## config.mk

```make
export PLATFORM = sky130hd
export DESIGN_NAME = ufb_flow_baud
export DESIGN_NICKNAME = d
export VERILOG_FILES = /design/src/hdl/ufb_pkg.sv /design/src/hdl/ufb_prescale.sv /design/src/hdl/ufb_baud_div.sv /design/src/hdl/ufb_flow_baud.sv
export SDC_FILE = /design/constraint.sdc
export NUM_CORES = 1
export LEC_CHECK = 0
export BUFFER_PORTS_ARGS = -buffer_cell sky130_fd_sc_hd__clkbuf_2
export CAP_MARGIN = 10
export CORE_MARGIN = 2
export CORE_UTILIZATION = 44
export DETAILED_ROUTE_END_ITERATION = 8
export PLACE_DENSITY = 0.68
export SLEW_MARGIN = 10
export SYNTH_ARGS = -nofsm -noshare
export SYNTH_HDL_FRONTEND = slang
export SYNTH_SLANG_ARGS = --single-unit
```

## constraint.sdc

```tcl
create_clock -name aclk -period 3.89 [get_ports aclk]
set_input_delay 0.389 -clock aclk [delete_from_list [all_inputs] [get_ports aclk]]
set_output_delay 0.389 -clock aclk [all_outputs]
set_load 0.005 [all_outputs]
```

## src/hdl/ufb_pkg.sv

```systemverilog
// shared constants, types and helpers of the uart flow control and baud generator
`default_nettype none
package ufb_pkg;
	// register word indexes; byte address is four times the index
	localparam logic [5:0] IDX_CTRL     = 6'h00;
	localparam logic [5:0] IDX_PRESCALE = 6'h01;
	localparam logic [5:0] IDX_CHARS    = 6'h02;
	localparam logic [5:0] IDX_DIVISOR  = 6'h03;
	localparam logic [5:0] IDX_SAMPLE   = 6'h04;
	localparam logic [5:0] IDX_STATUS   = 6'h05;
	localparam logic [5:0] IDX_TRIG     = 6'h06;
	// control word field positions
	localparam int CTL_RXM     = 0;
	localparam int CTL_TXM     = 2;
	localparam int CTL_ENH     = 4;
	localparam int CTL_SPECIAL = 5;
	localparam int CTL_ARTS    = 6;
	localparam int CTL_ACTS    = 7;
	localparam int CTL_SW_RTS  = 8;
	localparam int CTL_XON_ANY = 9;
	localparam int CTL_PRESEL  = 10;
	localparam int CTL_SW_DTR  = 11;
	localparam int CTL_ACR     = 12;
	localparam int CTL_IE5     = 16;
	// status word field positions
	localparam int ST_TXDIS  = 0;
	localparam int ST_REMDIS = 1;
	localparam int ST_INBAND = 4;
	// prescaler fields
	localparam int CPR_M_LO = 3;
	localparam int CPR_N_W  = 3;
	// reset values
	localparam logic [31:0] CTRL_RST     = 32'h0000_0000;
	localparam logic [7:0]  PRESCALE_RST = 8'h20;
	localparam logic [3:0]  SAMPLE_RST   = 4'h0;
	localparam logic [15:0] DIVISOR_RST  = 16'h0001;
	localparam logic [7:0]  UPPER_RST    = 8'h60;
	localparam logic [7:0]  LOWER_RST    = 8'h20;
	localparam logic [1:0]  RESP_OKAY    = 2'b00;
	localparam logic [1:0]  RESP_SLVERR  = 2'b10;

	typedef struct packed {
		logic [7:0] data;
		logic       bad;
	} ufb_char_s;

	typedef enum logic [0:0] {
		INS_IDLE = 1'b0,
		INS_SEND = 1'b1
	} ufb_ins_e;

	function automatic logic [4:0] ufb_samples(input logic [3:0] code);
		ufb_samples = (code < 4'h4) ? 5'h10 : {1'b0, code};
	endfunction : ufb_samples

	function automatic logic [31:0] ufb_merge(input logic [31:0] old, input logic [31:0] nw,
		input logic [3:0] strb);
		for (int i = 0; i < 4; i++) begin
			ufb_merge[i*8 +: 8] = strb[i] ? nw[i*8 +: 8] : old[i*8 +: 8];
		end
	endfunction : ufb_merge
endpackage : ufb_pkg
`default_nettype wire

```

## src/hdl/ufb_prescale.sv

```systemverilog
// fractional m+n/8 prescaler producing one enable pulse per prescaled clock
`timescale 1ns/10ps
`default_nettype none
module ufb_prescale (
	input  wire logic       aclk,
	input  wire logic       aresetn,
	input  wire logic       bypass,
	input  wire logic [7:0] prescale,
	output var  logic       tick
);
	import ufb_pkg::*;
	logic [8:0] acc;
	logic [8:0] next_acc;
	logic       next_tick;
	logic [8:0] step;
	logic [8:0] sum;

	// prescale accumulator: average rate is clock*8/(8m+n)
	always_comb begin
		step      = {1'b0, prescale};
		sum       = acc + 9'h008;
		next_acc  = acc;
		next_tick = 1'b0;
		if (bypass || prescale[7:CPR_M_LO] == 5'h00) begin
			next_acc  = 9'h000;
			next_tick = 1'b1;
		end else if (sum >= step) begin
			next_acc  = sum - step;
			next_tick = 1'b1;
		end else begin
			next_acc  = sum;
		end
	end

	always_ff @(posedge aclk) begin
		if (!aresetn) begin
			acc  <= 9'h000;
			tick <= 1'b0;
		end else begin
			acc  <= next_acc;
			tick <= next_tick;
		end
	end
endmodule : ufb_prescale
`default_nettype wire

```

## src/hdl/ufb_baud_div.sv

```systemverilog
// divisor and sampling clock counters giving sample and bit ticks
`timescale 1ns/10ps
`default_nettype none
module ufb_baud_div (
	input  wire logic        aclk,
	input  wire logic        aresetn,
	input  wire logic        pre_tick,
	input  wire logic [15:0] divisor,
	input  wire logic [3:0]  sample_code,
	output var  logic        sample_tick,
	output var  logic        bit_tick
);
	import ufb_pkg::*;
	logic [15:0] div_cnt;
	logic [4:0]  smp_cnt;
	logic [15:0] next_div_cnt;
	logic [4:0]  next_smp_cnt;
	logic        next_sample;
	logic        next_bit;

	always_comb begin
		next_div_cnt = div_cnt;
		next_smp_cnt = smp_cnt;
		next_sample  = 1'b0;
		next_bit     = 1'b0;
		if (pre_tick) begin
			// a zero divisor is served as one rather than stalling
			if (div_cnt + 16'h0001 >= divisor) begin
				next_div_cnt = 16'h0000;
				next_sample  = 1'b1;
				if (smp_cnt + 5'h01 >= ufb_samples(sample_code)) begin
					next_smp_cnt = 5'h00;
					next_bit     = 1'b1;
				end else begin
					next_smp_cnt = smp_cnt + 5'h01;
				end
			end else begin
				next_div_cnt = div_cnt + 16'h0001;
			end
		end
		// a sample count shrunk below the counter restarts it at once, not a slow tick later
		if (smp_cnt >= ufb_samples(sample_code)) begin
			next_smp_cnt = 5'h00;
		end
	end

	always_ff @(posedge aclk) begin
		if (!aresetn) begin
			div_cnt     <= 16'h0000;
			smp_cnt     <= 5'h00;
			sample_tick <= 1'b0;
			bit_tick    <= 1'b0;
		end else begin
			div_cnt     <= next_div_cnt;
			smp_cnt     <= next_smp_cnt;
			sample_tick <= next_sample;
			bit_tick    <= next_bit;
		end
	end
endmodule : ufb_baud_div
`default_nettype wire

```

## src/hdl/ufb_flow_baud.sv

```systemverilog
// uart in-band and modem-line flow control with baud generation and axi4-lite registers
// What this block does
// - a received stop character halts transmit after current character, sets status bits
// - stop condition raises level 5 interrupt only when its enable is set
// - after stop, a resume character re-enables transmit and clears status bits
// - matched stop/resume characters are not stored, except stop two with special detect
// - character errors do not prevent stop/resume matching
// - resume-on-any: any character resumes transmit and is also stored
// - fill level is checked whenever the transmitter is idle, inserting flow characters
// - remote-disabled clear and level above upper: send stop, set remote-disabled
// - remote-disabled set and level below lower: send resume, clear remote-disabled
// - disabling transmit flow control with stop outstanding sends a resume
// - legacy mode: one bit enables both auto rts/cts; enhanced: separate bits
// - auto cts: withheld permission stops transmit after current character
// - auto rts: inactive at upper level, active again below lower level
// - auto rts is anded with software rts bit
// - dtr/dsr flow control like rts/cts, enabled by two control bits in any mode
// - baud divisor is 16 bits, low plus 256 times high
// - bit rate is clock over samples times divisor times prescaler
// - samples per bit programmable from 4 to 16
// - prescaler divides by m plus n/8
// - prescaler select clear bypasses prescaler
// - reset bypasses prescaler and sets sample code to zero, meaning 16
// - sample codes 0 to 3 give 16, codes 4 to 15 give 4 to 15
// - prescaler select writes only take effect in enhanced mode
// - prescaler register resets to divide by four
//
// Register access over AXI4-Lite was chosen for this implementation.
`timescale 1ns/10ps
`default_nettype none
module ufb_flow_baud (
	input  wire logic              aclk,
	input  wire logic              aresetn,
	input  wire logic [7:0]        awaddr,
	input  wire logic              awvalid,
	output var  logic              awready,
	input  wire logic [31:0]       wdata,
	input  wire logic [3:0]        wstrb,
	input  wire logic              wvalid,
	output var  logic              wready,
	output var  logic [1:0]        bresp,
	output var  logic              bvalid,
	input  wire logic              bready,
	input  wire logic [7:0]        araddr,
	input  wire logic              arvalid,
	output var  logic              arready,
	output var  logic [31:0]       rdata,
	output var  logic [1:0]        rresp,
	output var  logic              rvalid,
	input  wire logic              rready,
	input  wire logic              rx_valid,
	input  wire ufb_pkg::ufb_char_s rx_char,
	output var  logic              rx_store_valid,
	output var  ufb_pkg::ufb_char_s rx_store,
	input  wire logic [7:0]        receive_fill_level,
	input  wire logic              tx_idle,
	output var  logic              tx_enable,
	output var  logic              ins_valid,
	output var  logic [7:0]        ins_char,
	input  wire logic              ins_ack,
	input  wire logic              cts_n,
	input  wire logic              dsr_n,
	output var  logic              rts_n,
	output var  logic              dtr_n,
	output var  logic              level5_int,
	output var  logic              sample_tick,
	output var  logic              bit_tick
);
	import ufb_pkg::*;

	logic [31:0] ctrl, next_ctrl;
	logic [7:0]  clock_prescale, next_prescale;
	logic [31:0] chars, next_chars;
	logic [15:0] divisor, next_divisor;
	logic [3:0]  sample_clock_count, next_sample;
	logic [7:0]  upper, next_upper, lower, next_lower;
	logic        tx_dis, next_tx_dis, inband, next_inband;
	logic        aw_held, next_aw_held, w_held, next_w_held;
	logic [5:0]  aw_idx, next_aw_idx;
	logic        aw_ok, next_aw_ok;
	logic [31:0] w_data, next_w_data;
	logic [3:0]  w_strb, next_w_strb;
	logic        next_bvalid, next_arready, next_rvalid;
	logic [1:0]  next_bresp, next_rresp;
	logic [31:0] next_rdata, rd_word;
	logic        rd_ok, do_wr;
	logic        next_store_valid;
	ufb_char_s   next_store;
	ufb_ins_e    ins_state, next_ins_state;
	logic        remote_dis, next_remote_dis, pair_one, next_pair_one;
	logic        next_ins_valid;
	logic [7:0]  next_ins_char;
	logic        hold_full, next_hold_full;
	logic        next_rts_n, next_dtr_n, next_tx_enable, next_level5;
	logic        enh, xon_any, special, stop1, stop2, res1, res2, stop_hit, res_hit;
	logic [1:0]  rxm, txm;
	logic        tx_on, auto_rts, auto_cts, pre_tick;
	logic [7:0]  stop_one, stop_two, res_one, res_two;

	assign stop_one = chars[7:0];
	assign stop_two = chars[15:8];
	assign res_one  = chars[23:16];
	assign res_two  = chars[31:24];
	assign enh      = ctrl[CTL_ENH];
	// in-band flow modes, resume-on-any and special detect drop out entirely when the mode bit is clear
	assign rxm      = enh ? ctrl[CTL_RXM +: 2] : 2'b00;
	assign txm      = enh ? ctrl[CTL_TXM +: 2] : 2'b00;
	assign xon_any  = enh && ctrl[CTL_XON_ANY];
	assign special  = enh && ctrl[CTL_SPECIAL];
	assign tx_on    = (txm == 2'b01) || (txm == 2'b10);
	assign stop1    = rxm[1] && rx_char.data == stop_one;
	assign stop2    = rxm[0] && rx_char.data == stop_two;
	assign res1     = rxm[1] && rx_char.data == res_one;
	assign res2     = rxm[0] && rx_char.data == res_two;
	assign stop_hit = stop1 || stop2;
	assign res_hit  = res1 || res2;
	assign auto_rts = enh ? ctrl[CTL_ARTS] : ctrl[CTL_XON_ANY];
	assign auto_cts = enh ? ctrl[CTL_ACTS] : ctrl[CTL_XON_ANY];
	assign do_wr    = aw_held && w_held && !bvalid;

	// axi4-lite write channel; address and data taken in either order
	always_comb begin
		next_aw_held = aw_held;
		next_aw_idx  = aw_idx;
		next_aw_ok   = aw_ok;
		next_w_held  = w_held;
		next_w_data  = w_data;
		next_w_strb  = w_strb;
		next_bvalid  = bvalid;
		next_bresp   = bresp;
		if (awvalid && awready) begin
			next_aw_held = 1'b1;
			next_aw_idx  = awaddr[7:2];
			next_aw_ok   = awaddr[1:0] == 2'b00 && awaddr[7:2] <= IDX_TRIG;
		end
		if (wvalid && wready) begin
			next_w_held = 1'b1;
			next_w_data = wdata;
			next_w_strb = wstrb;
		end
		if (do_wr) begin
			next_aw_held = 1'b0;
			next_w_held  = 1'b0;
			next_bvalid  = 1'b1;
			next_bresp   = aw_ok ? RESP_OKAY : RESP_SLVERR;
		end else if (bvalid && bready) begin
			next_bvalid = 1'b0;
		end
	end

	always_ff @(posedge aclk) begin
		if (!aresetn) begin
			aw_held <= 1'b0;
			aw_idx  <= 6'h00;
			aw_ok   <= 1'b0;
			w_held  <= 1'b0;
			w_data  <= 32'h0000_0000;
			w_strb  <= 4'h0;
			bvalid  <= 1'b0;
			bresp   <= RESP_OKAY;
			awready <= 1'b1;
			wready  <= 1'b1;
		end else begin
			aw_held <= next_aw_held;
			aw_idx  <= next_aw_idx;
			aw_ok   <= next_aw_ok;
			w_held  <= next_w_held;
			w_data  <= next_w_data;
			w_strb  <= next_w_strb;
			bvalid  <= next_bvalid;
			bresp   <= next_bresp;
			awready <= !next_aw_held;
			wready  <= !next_w_held;
		end
	end

	// read mux; reserved bits read as zero, except unused control word bits, which read back as written
	always_comb begin
		rd_ok   = araddr[1:0] == 2'b00;
		rd_word = 32'h0000_0000;
		case (araddr[7:2])
			IDX_CTRL:     rd_word = ctrl;
			IDX_PRESCALE: rd_word = {24'h00_0000, clock_prescale};
			IDX_CHARS:    rd_word = chars;
			IDX_DIVISOR:  rd_word = {16'h0000, divisor};
			IDX_SAMPLE:   rd_word = {28'h000_0000, sample_clock_count};
			IDX_STATUS:   rd_word = {27'h000_0000, inband, 2'b00, remote_dis, tx_dis};
			IDX_TRIG:     rd_word = {16'h0000, lower, upper};
			default:      rd_ok = 1'b0;
		endcase
		next_arready = arready;
		next_rvalid  = rvalid;
		next_rdata   = rdata;
		next_rresp   = rresp;
		if (arvalid && arready) begin
			next_arready = 1'b0;
			next_rvalid  = 1'b1;
			next_rdata   = rd_ok ? rd_word : 32'h0000_0000;
			next_rresp   = rd_ok ? RESP_OKAY : RESP_SLVERR;
		end else if (rvalid && rready) begin
			next_arready = 1'b1;
			next_rvalid  = 1'b0;
		end
	end

	always_ff @(posedge aclk) begin
		if (!aresetn) begin
			arready <= 1'b1;
			rvalid  <= 1'b0;
			rdata   <= 32'h0000_0000;
			rresp   <= RESP_OKAY;
		end else begin
			arready <= next_arready;
			rvalid  <= next_rvalid;
			rdata   <= next_rdata;
			rresp   <= next_rresp;
		end
	end

	// configuration registers and receive-side flow control
	always_comb begin
		next_ctrl        = ctrl;
		next_prescale    = clock_prescale;
		next_chars       = chars;
		next_divisor     = divisor;
		next_sample      = sample_clock_count;
		next_upper       = upper;
		next_lower       = lower;
		next_tx_dis      = tx_dis;
		next_inband      = inband;
		next_store_valid = 1'b0;
		next_store       = rx_char;
		if (do_wr && aw_ok) begin
			case (aw_idx)
				IDX_CTRL: begin
					next_ctrl = ufb_merge(ctrl, w_data, w_strb);
					// prescaler select held outside enhanced mode
					if (!enh) begin
						next_ctrl[CTL_PRESEL] = ctrl[CTL_PRESEL];
					end
				end
				IDX_PRESCALE: next_prescale = w_strb[0] ? w_data[7:0] : clock_prescale;
				IDX_CHARS:    next_chars = ufb_merge(chars, w_data, w_strb);
				IDX_DIVISOR: begin
					next_divisor[7:0]  = w_strb[0] ? w_data[7:0] : divisor[7:0];
					next_divisor[15:8] = w_strb[1] ? w_data[15:8] : divisor[15:8];
				end
				IDX_SAMPLE:   next_sample = w_strb[0] ? w_data[3:0] : sample_clock_count;
				IDX_TRIG: begin
					next_upper = w_strb[0] ? w_data[7:0] : upper;
					next_lower = w_strb[1] ? w_data[15:8] : lower;
				end
				IDX_STATUS: begin
					// writing zero re-enables a transmitter held by a stop character
					if (w_strb[0] && !w_data[ST_TXDIS]) begin
						next_tx_dis = 1'b0;
						next_inband = 1'b0;
					end
				end
				default: next_ctrl = ctrl;
			endcase
		end
		if (rx_valid) begin
			next_store_valid = 1'b1;
			if (tx_dis && xon_any) begin
				next_tx_dis = 1'b0;
				next_inband = 1'b0;
			end else if (tx_dis && res_hit) begin
				next_tx_dis      = 1'b0;
				next_inband      = 1'b0;
				next_store_valid = 1'b0;
			end else if (stop_hit) begin
				// stop match halts transmit; set wins over a software clear
				next_tx_dis      = 1'b1;
				next_inband      = 1'b1;
				// stop two kept when special detect is on
				next_store_valid = special && rx_char.data == stop_two;
			end else if (res_hit) begin
				next_store_valid = 1'b0;
			end
		end
	end

	always_ff @(posedge aclk) begin
		if (!aresetn) begin
			ctrl               <= CTRL_RST;
			clock_prescale     <= PRESCALE_RST;
			chars              <= 32'h0000_0000;
			divisor            <= DIVISOR_RST;
			sample_clock_count <= SAMPLE_RST;
			upper              <= UPPER_RST;
			lower              <= LOWER_RST;
			tx_dis             <= 1'b0;
			inband             <= 1'b0;
			rx_store_valid     <= 1'b0;
			rx_store           <= '0;
		end else begin
			ctrl               <= next_ctrl;
			clock_prescale     <= next_prescale;
			chars              <= next_chars;
			divisor            <= next_divisor;
			sample_clock_count <= next_sample;
			upper              <= next_upper;
			lower              <= next_lower;
			tx_dis             <= next_tx_dis;
			inband             <= next_inband;
			rx_store_valid     <= next_store_valid;
			rx_store           <= next_store;
		end
	end

	// transmit-side insertion of flow characters
	always_comb begin
		next_ins_state  = ins_state;
		next_remote_dis = remote_dis;
		next_pair_one   = pair_one;
		next_ins_valid  = ins_valid;
		next_ins_char   = ins_char;
		case (ins_state)
			INS_IDLE: begin
				if (tx_idle) begin
					if (tx_on && !remote_dis && receive_fill_level > upper) begin
						next_remote_dis = 1'b1;
						next_pair_one   = txm[1];
						next_ins_char   = txm[1] ? stop_one : stop_two;
						next_ins_valid  = 1'b1;
						next_ins_state  = INS_SEND;
					end else if (remote_dis && (!tx_on || receive_fill_level < lower)) begin
						// send resume of the pair used for the stop
						next_remote_dis = 1'b0;
						next_ins_char   = pair_one ? res_one : res_two;
						next_ins_valid  = 1'b1;
						next_ins_state  = INS_SEND;
					end
				end
			end
			INS_SEND: begin
				if (ins_ack) begin
					next_ins_valid = 1'b0;
					next_ins_state = INS_IDLE;
				end
			end
			default: next_ins_state = INS_IDLE;
		endcase
	end

	always_ff @(posedge aclk) begin
		if (!aresetn) begin
			ins_state  <= INS_IDLE;
			remote_dis <= 1'b0;
			pair_one   <= 1'b0;
			ins_valid  <= 1'b0;
			ins_char   <= 8'h00;
		end else begin
			ins_state  <= next_ins_state;
			remote_dis <= next_remote_dis;
			pair_one   <= next_pair_one;
			ins_valid  <= next_ins_valid;
			ins_char   <= next_ins_char;
		end
	end

	// modem lines and transmit gating
	always_comb begin
		// hysteresis between the two trigger levels
		next_hold_full = hold_full ? !(receive_fill_level < lower) : (receive_fill_level >= upper);
		next_rts_n = !(ctrl[CTL_SW_RTS] && !(auto_rts && hold_full));
		// dtr/dsr pair, enabled in any mode
		next_dtr_n = !(ctrl[CTL_SW_DTR] && !(ctrl[CTL_ACR + 1] && hold_full));
		// transmitter checks this only between characters
		next_tx_enable = !tx_dis && !(auto_cts && cts_n) && !(ctrl[CTL_ACR] && dsr_n);
		// level 5 gated by its enable
		next_level5 = inband && enh && ctrl[CTL_IE5];
	end

	always_ff @(posedge aclk) begin
		if (!aresetn) begin
			hold_full  <= 1'b0;
			rts_n      <= 1'b1;
			dtr_n      <= 1'b1;
			tx_enable  <= 1'b1;
			level5_int <= 1'b0;
		end else begin
			hold_full  <= next_hold_full;
			rts_n      <= next_rts_n;
			dtr_n      <= next_dtr_n;
			tx_enable  <= next_tx_enable;
			level5_int <= next_level5;
		end
	end

	ufb_prescale u_prescale (
		.aclk     (aclk),
		.aresetn  (aresetn),
		.bypass   (!ctrl[CTL_PRESEL]),
		.prescale (clock_prescale),
		.tick     (pre_tick)
	);

	ufb_baud_div u_baud (
		.aclk        (aclk),
		.aresetn     (aresetn),
		.pre_tick    (pre_tick),
		.divisor     (divisor),
		.sample_code (sample_clock_count),
		.sample_tick (sample_tick),
		.bit_tick    (bit_tick)
	);
endmodule : ufb_flow_baud
`default_nettype wire

```

* Word level (Yosys, flattened, before mapping)
Cells that the tools add are included.
Widths: inputs -> output; s select.
** Cells by class
- Add/subtract/negate cells :: 4
- Magnitude comparators :: 9
- Equality and inequality tests :: 21
- Mux-type cells :: 62
- Bitwise logic cells :: 2
- Reduce and logical (&&, ||, !) cells :: 85
** Operator list (count)
- $pmux 32 s7 :: 1
- $reduce_and 3->1 :: 18
- $mux 1 :: 46
- $eq 6x3->1 const B :: 6
- $eq 8x8->1 :: 4
- $logic_and 1x1->1 :: 32
- $mux 32 :: 1
- $mux 8 :: 4
- $eq 6x2->1 const B :: 4
- $add 16x1->16 const B :: 1
- $ge 16x16->1 :: 1
- $mux 16 :: 1
- $logic_not 1->1 :: 15
- $eq 6x1->1 const B :: 2
- $logic_not 6->1 :: 2
- $ge 5x5->1 :: 2
- $mux 5 :: 2
- $add 9x4->9 const B :: 1
- $ge 9x8->1 :: 1
- $mux 9 :: 1
- $sub 9x8->9 :: 1
- $ge 8x8->1 :: 1
- $gt 8x8->1 :: 1
- $lt 8x8->1 :: 1
- 18 further kinds :: 34
** Word-level totals
- Bits in registers :: 256
- Input port bits :: 81
- Output and inout port bits :: 66
- Logic and storage cells :: 233

* Logic depth before layout (Yosys ltp)
Gate-level depths: netlist (run 1).
- Word-level depth :: 10
- Depth in mapped cells :: 16
- Gate-level depth less buffers :: 13

* Hierarchy
From an unflattened synthesis (run 1), not the netlist that was laid out.
** Unflattened totals
- Cells, all modules :: 1459
- Area, all modules :: 12881.1 um^2
** Modules (own cells, without submodules)
- ufb_flow_baud :: times used 1, cells an instance 1111, area an instance 10147.2 um^2, seq. area each 4424.2 um^2
- ufb_baud_div :: times used 1, cells an instance 238, area an instance 1868.0 um^2, seq. area each 460.4 um^2
- ufb_prescale :: times used 1, cells an instance 110, area an instance 865.8 um^2, seq. area each 200.2 um^2

* Worst setup path after synthesis (run 1)
No wires, ideal clock.
- Path kind :: reg-to-reg
- Start point :: reg u_baud.div_cnt[0]
- End point :: reg u_baud.smp_cnt[3]
- Setup time :: 0.117 ns
- Arrival :: 3.011 ns
- Required time :: 3.773 ns
- Path slack :: 0.762 ns
- Stages on the path, launching flop included :: 15
- Buffers on the path :: 1
- Clock period less this slack :: 3.128 ns
- Cells stage by stage :: dfxtp_1 -> ha_1 -> nand3_1 -> nor4_2 -> and3_1 -> xor2_1 -> ha_1 -> o21ai_0 -> nor2_1 -> a2111oi_4 -> o21ai_2 -> and2_0 -> clkbuf_1 -> a31oi_1 -> nor2_1
** On the way
- Word-level cells in the longest chain between the ends :: 3
** Ends and longest elaborated chain
- from (decl) :: RTL line ufb_baud_div.sv:14 : logic [15:0] div_cnt;
- from (signal assigned) :: RTL line ufb_baud_div.sv:54 : div_cnt <= next_div_cnt;
- $add 16x1->16 :: RTL line ufb_baud_div.sv:28 : if (div_cnt + 16'h0001 >= divisor) begin
- $ge 16x16->1 :: RTL line ufb_baud_div.sv:28
- $reduce_and 2->1 (no source line)
- to (signal assigned) :: RTL line ufb_baud_div.sv:55 : smp_cnt <= next_smp_cnt;
- to (decl) :: RTL line ufb_baud_div.sv:15 : logic [4:0] smp_cnt;
No other way between the ends.
A chain may end at the register's enable or synchronous reset.

* Worst setup path in the final report (run 1)
- Start point :: reg u_baud.div_cnt[2]
- End point :: reg u_baud.div_cnt[5]
** On the way
- Word-level cells in the longest chain between the ends :: 3
** Ends and longest elaborated chain (RTL line)
- $add 16x1->16 (*) :: ufb_baud_div.sv:28, ufb_baud_div.sv:38
- $ge 16x16->1 :: ufb_baud_div.sv:28
- $mux 16 (*) :: ufb_baud_div.sv:28
Mark *: on every way between the ends. The rest lies on a longest branch, timed or not.

==> impl_metrics.tcl, run 1 <==
set metrics [dict create \
    diodes 0 \
    peakVddDrop_v 0.000337 \
    cts_sinks 254 \
    slew_viol_final 0 \
    grt_setup_unrepaired "false" \
    clock.fmax_mhz 273 \
    routed_via_density 5.52 \
    dpl.hpwl_mm 26.4 \
    routedWlPerCell_um 17.6 \
    ant_nets 0 \
    synth_area_sq_um 12200 \
    top_level_ports 147 \
    grt_pass1_vias 10327 \
    rows 61 \
    fin_crit_sh 0.943 \
    power_mw 5.50 \
    layout_setup_ws_ps 224 \
    setup_viol 0 \
    cts_setup_buffers 0 \
    yosysWarningCount 0 \
    finalInstanceArea_sq_um 14000 \
    pre_cts_ws_ps 328 \
    grt_start_max_net_pins 116 \
    grt_antenna_before_repair 0 \
    gp_congestion 0.914 \
    tritoncts "built" \
    clk_path_buf_depth 3 \
    netlist-cell-type-count 70 \
    start_util 0.444 \
    wirelength_mm 35.5 \
    hold_path.class "in2reg" \
    final_common_cell "nand2_1" \
    vias 11167 \
    die_h_um 171 \
    clock-root-buffer "clkbuf_16" \
    worst_pin_slew_ps 979 \
    period_needed_ps 3670 \
    dr.pass1.iters 6 \
    worstPathMaxFanout 8 \
    hold_viol_final 0 \
    portBuffers 144 \
    gr-total-overflow 0 \
    synth-edff-count 0 \
    cp.required_ps 4300 \
    synth_seq_cells 254 \
    grt_pass1_wl_mm 55.8 \
    grtUsageTotal 0.241 \
    place_area_sq_um 13100 \
    max-slew-margin-rel 0.347 \
    clock_skew_ps 15.3 \
    mostFrequentLayoutCells "nand2_1 (319), dfxtp_1 (254), a21oi_1 (218)" \
    path_clk_slew_ps 60 \
    avgSynthCellArea_sq_um 8.00 \
    p_leak_nw 5.39 \
    layout-drive-gt1-share 0.133 \
    dieWidth_um 171 \
    criticalPathCategory "reg2reg" \
    cts_resized 0 \
    drc_errors 0 \
    htreeDepth 1 \
    power_density_nw_per_um2 393 \
    async_reset_ff_frac 0 \
    synthToLayoutAreaGrowth_pct 14.6 \
    drv_cap 0 \
    die-area_sq_um 29100 \
    yosysSeqAreaShare 0.416 \
    setup_tns_ps 0 \
    hold_buffers 0 \
    arrival_ps 4080 \
    netlist_instances 1527 \
    startpoint_type "flop" \
    drt_iter0_markers 1266 \
    synthFlopType "dfxtp_1" \
    status "finished clean" \
    fin_nets 1759 \
    clk_latency_ps 550 \
    core-area_sq_um 27600 \
    end_kind "flop" \
    cts_inserted_buffers 28 \
]
==> power by group <==
group / switching, mW / leakage [nW] / internal, mW
clock network: 1.07 / 0.409 / 1.41
logic: 0.186 / 2.93 / 0.110
registers: 0.0671 / 2.06 / 2.65
total: 1.33 / 5.39 / 4.17
==> registers in the layout (all words and copies together) (netlist names), 9 cells and up <==
register / cells
chars: 32
ctrl: 32
rdata: 32
w_data: 32
divisor: 16
u_baud.div_cnt: 16
rx_store: 9
u_prescale.acc: 9
==> kinds of logic after synthesis <==
logic type               synth area share
flip-flops                          0.416
AO/OA/AOI/OAI                       0.170
multiplexers                       0.0416
XOR/XNOR                           0.0436
AND/OR/NAND/NOR                     0.225
buffers and inverters              0.0481
adder cells (fa/ha/maj)            0.0549
other                            0.000307
==> Yosys cell counts (19+ instances only) <==
library cell	instances	area share
and2_1	19	0.0097
clkbuf_1	57	0.018
nor2_1	91	0.028
ha_1	52	0.053
a21oi_1	218	0.089
nand3_1	81	0.033
xnor2_1	36	0.026
inv_1	53	0.016
dfxtp_1	254	0.42
o21ai_0	40	0.016
mux2i_1	44	0.036
xor2_1	23	0.016
buf_2	20	0.0082
a22oi_1	43	0.026
nand2_1	319	0.098
==> path summary, 6_finish.rpt <==
kind / start / to / slack, ps / cells past startpoint
max: u_baud.div_cnt[2] / u_baud.div_cnt[5] / 220 / 13
min reg2reg: ctrl[11] / dtr_n / 450 / 1
min: wdata[21] / w_data[21] / 60 / 3
max reg2reg: u_baud.div_cnt[2] / u_baud.div_cnt[5] / 220 / 13
==> layout make-up <==
cell class	instances	area (sq um)
Clock buffer	44	801
Clock inverter	6	52.6
Fill cell	2699	13500
Inverter	54	208
Multi-Input combinational cell	1130	6550
Sequential cell	254	5080
Tap cell	378	473
Timing Repair Buffer	157	831
==> worst max-delay path, cell delays in order, from the launching register on <==
cell	delay, ps
dfxtp_1	450
nand3_1	190
nor3_2	290
and3_2	300
nand3_1	110
xnor2_1	230
ha_1	300
a211oi_1	260
nor2_1	100
a2111oi_4	390
o21ai_2	200
nor2_4	220
nand2_2	160
o41ai_1	360
==> per-stage QoR <==
step,cells,util,hold WS [ps]
after detailed placement,1973,0.477,424
after floorplan,1528,-,381
after global routing,2023,0.508,44.7
final,2023,0.508,58.3
after global placement,1973,0.477,425
after CTS,2023,0.508,45.1
==> metal layers <==
metal,share of wire,track usage
met5,0,0
met4,0.033,0.0769
met3,0.080,0.0331
met2,0.43,0.367
met1,0.46,0.352
Power figures use the tool's default switching activity.
==> run 2, diff against run 1 <==
==> constraint.sdc (replaced) <==
create_clock -name aclk -period 4.2 [get_ports aclk]
set_input_delay 0.42 -clock aclk [delete_from_list [all_inputs] [get_ports aclk]]
set_output_delay 0.42 -clock aclk [all_outputs]
set_load 0.005 [all_outputs]
==> run 2 against run 1 <==
Critical path depth unchanged. Final area decreased by 0.28%. Clock power decreased by 8.8%. Register-to-register slack improved by 260 ps. Combinational power decreased by 7.4%. Global-route usage decreased by 0.31 points. Die area unchanged. Clock skew increased by 5.4 ps. Count of clock-buffer cells in the layout decreased by 4. First-iteration DRC count decreased by 3.6%. Via count decreased by 0.84%. Critical endpoint unchanged. Largest cell class unchanged.
==> impl_metrics.tcl, run 2 (synthesized netlist as in run 1, its figures left out) <==
set metrics [dict create \
    mostFrequentLayoutCells "nand2_1 (319), dfxtp_1 (254), a21oi_1 (218)" \
    status "finished clean" \
    grt_antenna_before_repair 0 \
    criticalPathCategory "reg2reg" \
    clk_latency_ps 540 \
    ant_nets 0 \
    max_stage_delay_ps 500 \
    htreeDepth 1 \
    slew_viol_final 0 \
    arrival_ps 4160 \
    hold_path.class "in2reg" \
    clock_skew_ps 20.8 \
    startpoint_type "flop" \
    end_kind "flop" \
    gr-total-overflow 0 \
    crit_chain "ha_1, nand3_1, nor4_2, and3_1, xor2_1, ha_1, o21ai_0, nor2_1, a2111oi_4, o21ai_2, nor2_4, nand2_2, o41ai_1" \
    dpl.hpwl_mm 26.2 \
    setup_viol 0 \
    power_mw 5.06 \
    power_density_nw_per_um2 363 \
    path_clk_slew_ps 60 \
    cts_sinks 254 \
    worst_pin_slew_ps 858 \
    dieWidth_um 171 \
    routed_via_density 5.50 \
    synthToLayoutAreaGrowth_pct 14.3 \
    diodes 0 \
    grt_start_max_net_pins 110 \
    grtUsageTotal 0.238 \
    portBuffers 144 \
    layout_setup_ws_ps 481 \
    tritoncts "built" \
    layout-drive-gt1-share 0.130 \
    rows 61 \
    period_needed_ps 3720 \
    gp_congestion 0.913 \
    crit_buf_inv 0 \
    cts_setup_buffers 0 \
    routedWlPerCell_um 17.5 \
    setup_tns_ps 0 \
    vias 11073 \
    dr.pass1.iters 6 \
    start_util 0.444 \
    fin_crit_sh 0.885 \
    cts_inserted_buffers 27 \
    drv_cap 0 \
    die_h_um 171 \
    drt_iter0_markers 1221 \
    cts_resized 0 \
    drc_errors 0 \
    grt_pass1_wl_mm 55.0 \
    critPathSlowestCell "nor4_2" \
    hold_slack_ps 98.4 \
    final_common_cell "nand2_1" \
    clock.fmax_mhz 269 \
    worstPathMaxFanout 8 \
    peakVddDrop_v 0.000289 \
    p_leak_nw 5.38 \
    clock-root-buffer "clkbuf_16" \
    crit_top_cell "ha_1" \
    pre_cts_ws_ps 537 \
    multiInputGateArea_sq_um 6550 \
    seq_area_sq_um 5080 \
    clk_path_buf_depth 3 \
    nFillCells 2695 \
    top_level_ports 147 \
    die-area_sq_um 29100 \
    core-area_sq_um 27600 \
    hold_viol_final 0 \
    wirelength_mm 35.3 \
    grt_pass1_vias 10075 \
    fin_nets 1756 \
    max-slew-margin-rel 0.428 \
    hold_buffers 0 \
    grt_setup_unrepaired "false" \
    path_delay_family "simple AND/OR/NAND/NOR gates" \
    cp.required_ps 4640 \
]
[run 2: changes by cell type in the layout (fill, tap and decap cells not counted), sizes merged]
cell / before / now
clkinv: 3 / 1
bufinv: 0 / 1
clkbuf: 188 / 184
clkinvlp: 2 / 1
buf: 13 / 11
inv: 55 / 54
[run 2: final cells by class]
class | count | share of cell area
inverters | 54 | 0.0149
clock buffers | 40 | 0.0562
multi-input cells | 1130 | 0.469
well taps | 378 | 0.0339
flip-flops and latches | 254 | 0.364
clock inverters | 3 | 0.00332
repair buffers | 155 | 0.0584
[run 2: metrics by stage]
step / std cells / util / area [sq um]
after floorplan: 1528 / - / 12200
after global placement: 1971 / 0.477 / 13100
after detailed placement: 1971 / 0.477 / 13100
after CTS: 2014 / 0.507 / 14000
after global routing: 2014 / 0.507 / 14000
final: 2014 / 0.507 / 14000
[run 2: path summary, 6_finish.rpt]
path / start / end / slack [ps] / depth (start not counted)
worst max-delay path: u_baud.div_cnt[0] / u_baud.div_cnt[5] / 480 / 13
worst min-delay path: rx_char[0] / rx_store[0] / 100 / 2
worst max register to register: u_baud.div_cnt[0] / u_baud.div_cnt[5] / 480 / 13
worst min register to register: ctrl[8] / rts_n / 450 / 1
[run 2: layer usage]
metal | up-vias | global-route usage | wire length [um]
li1 | 5428 | - | -
met1 | 5133 | 0.346 | 16200
met2 | 440 | 0.358 | 15000
met3 | 72 | 0.0421 | 2970
met4 | 0 | 0.0736 | 1140
met5 | - | 0 | 0
[run 2: where the power goes]
part	total (mW)	internal, mW	switching, mW
logic	0.274	0.102	0.173
registers	2.51	2.45	0.0622
clock network	2.27	1.34	0.940
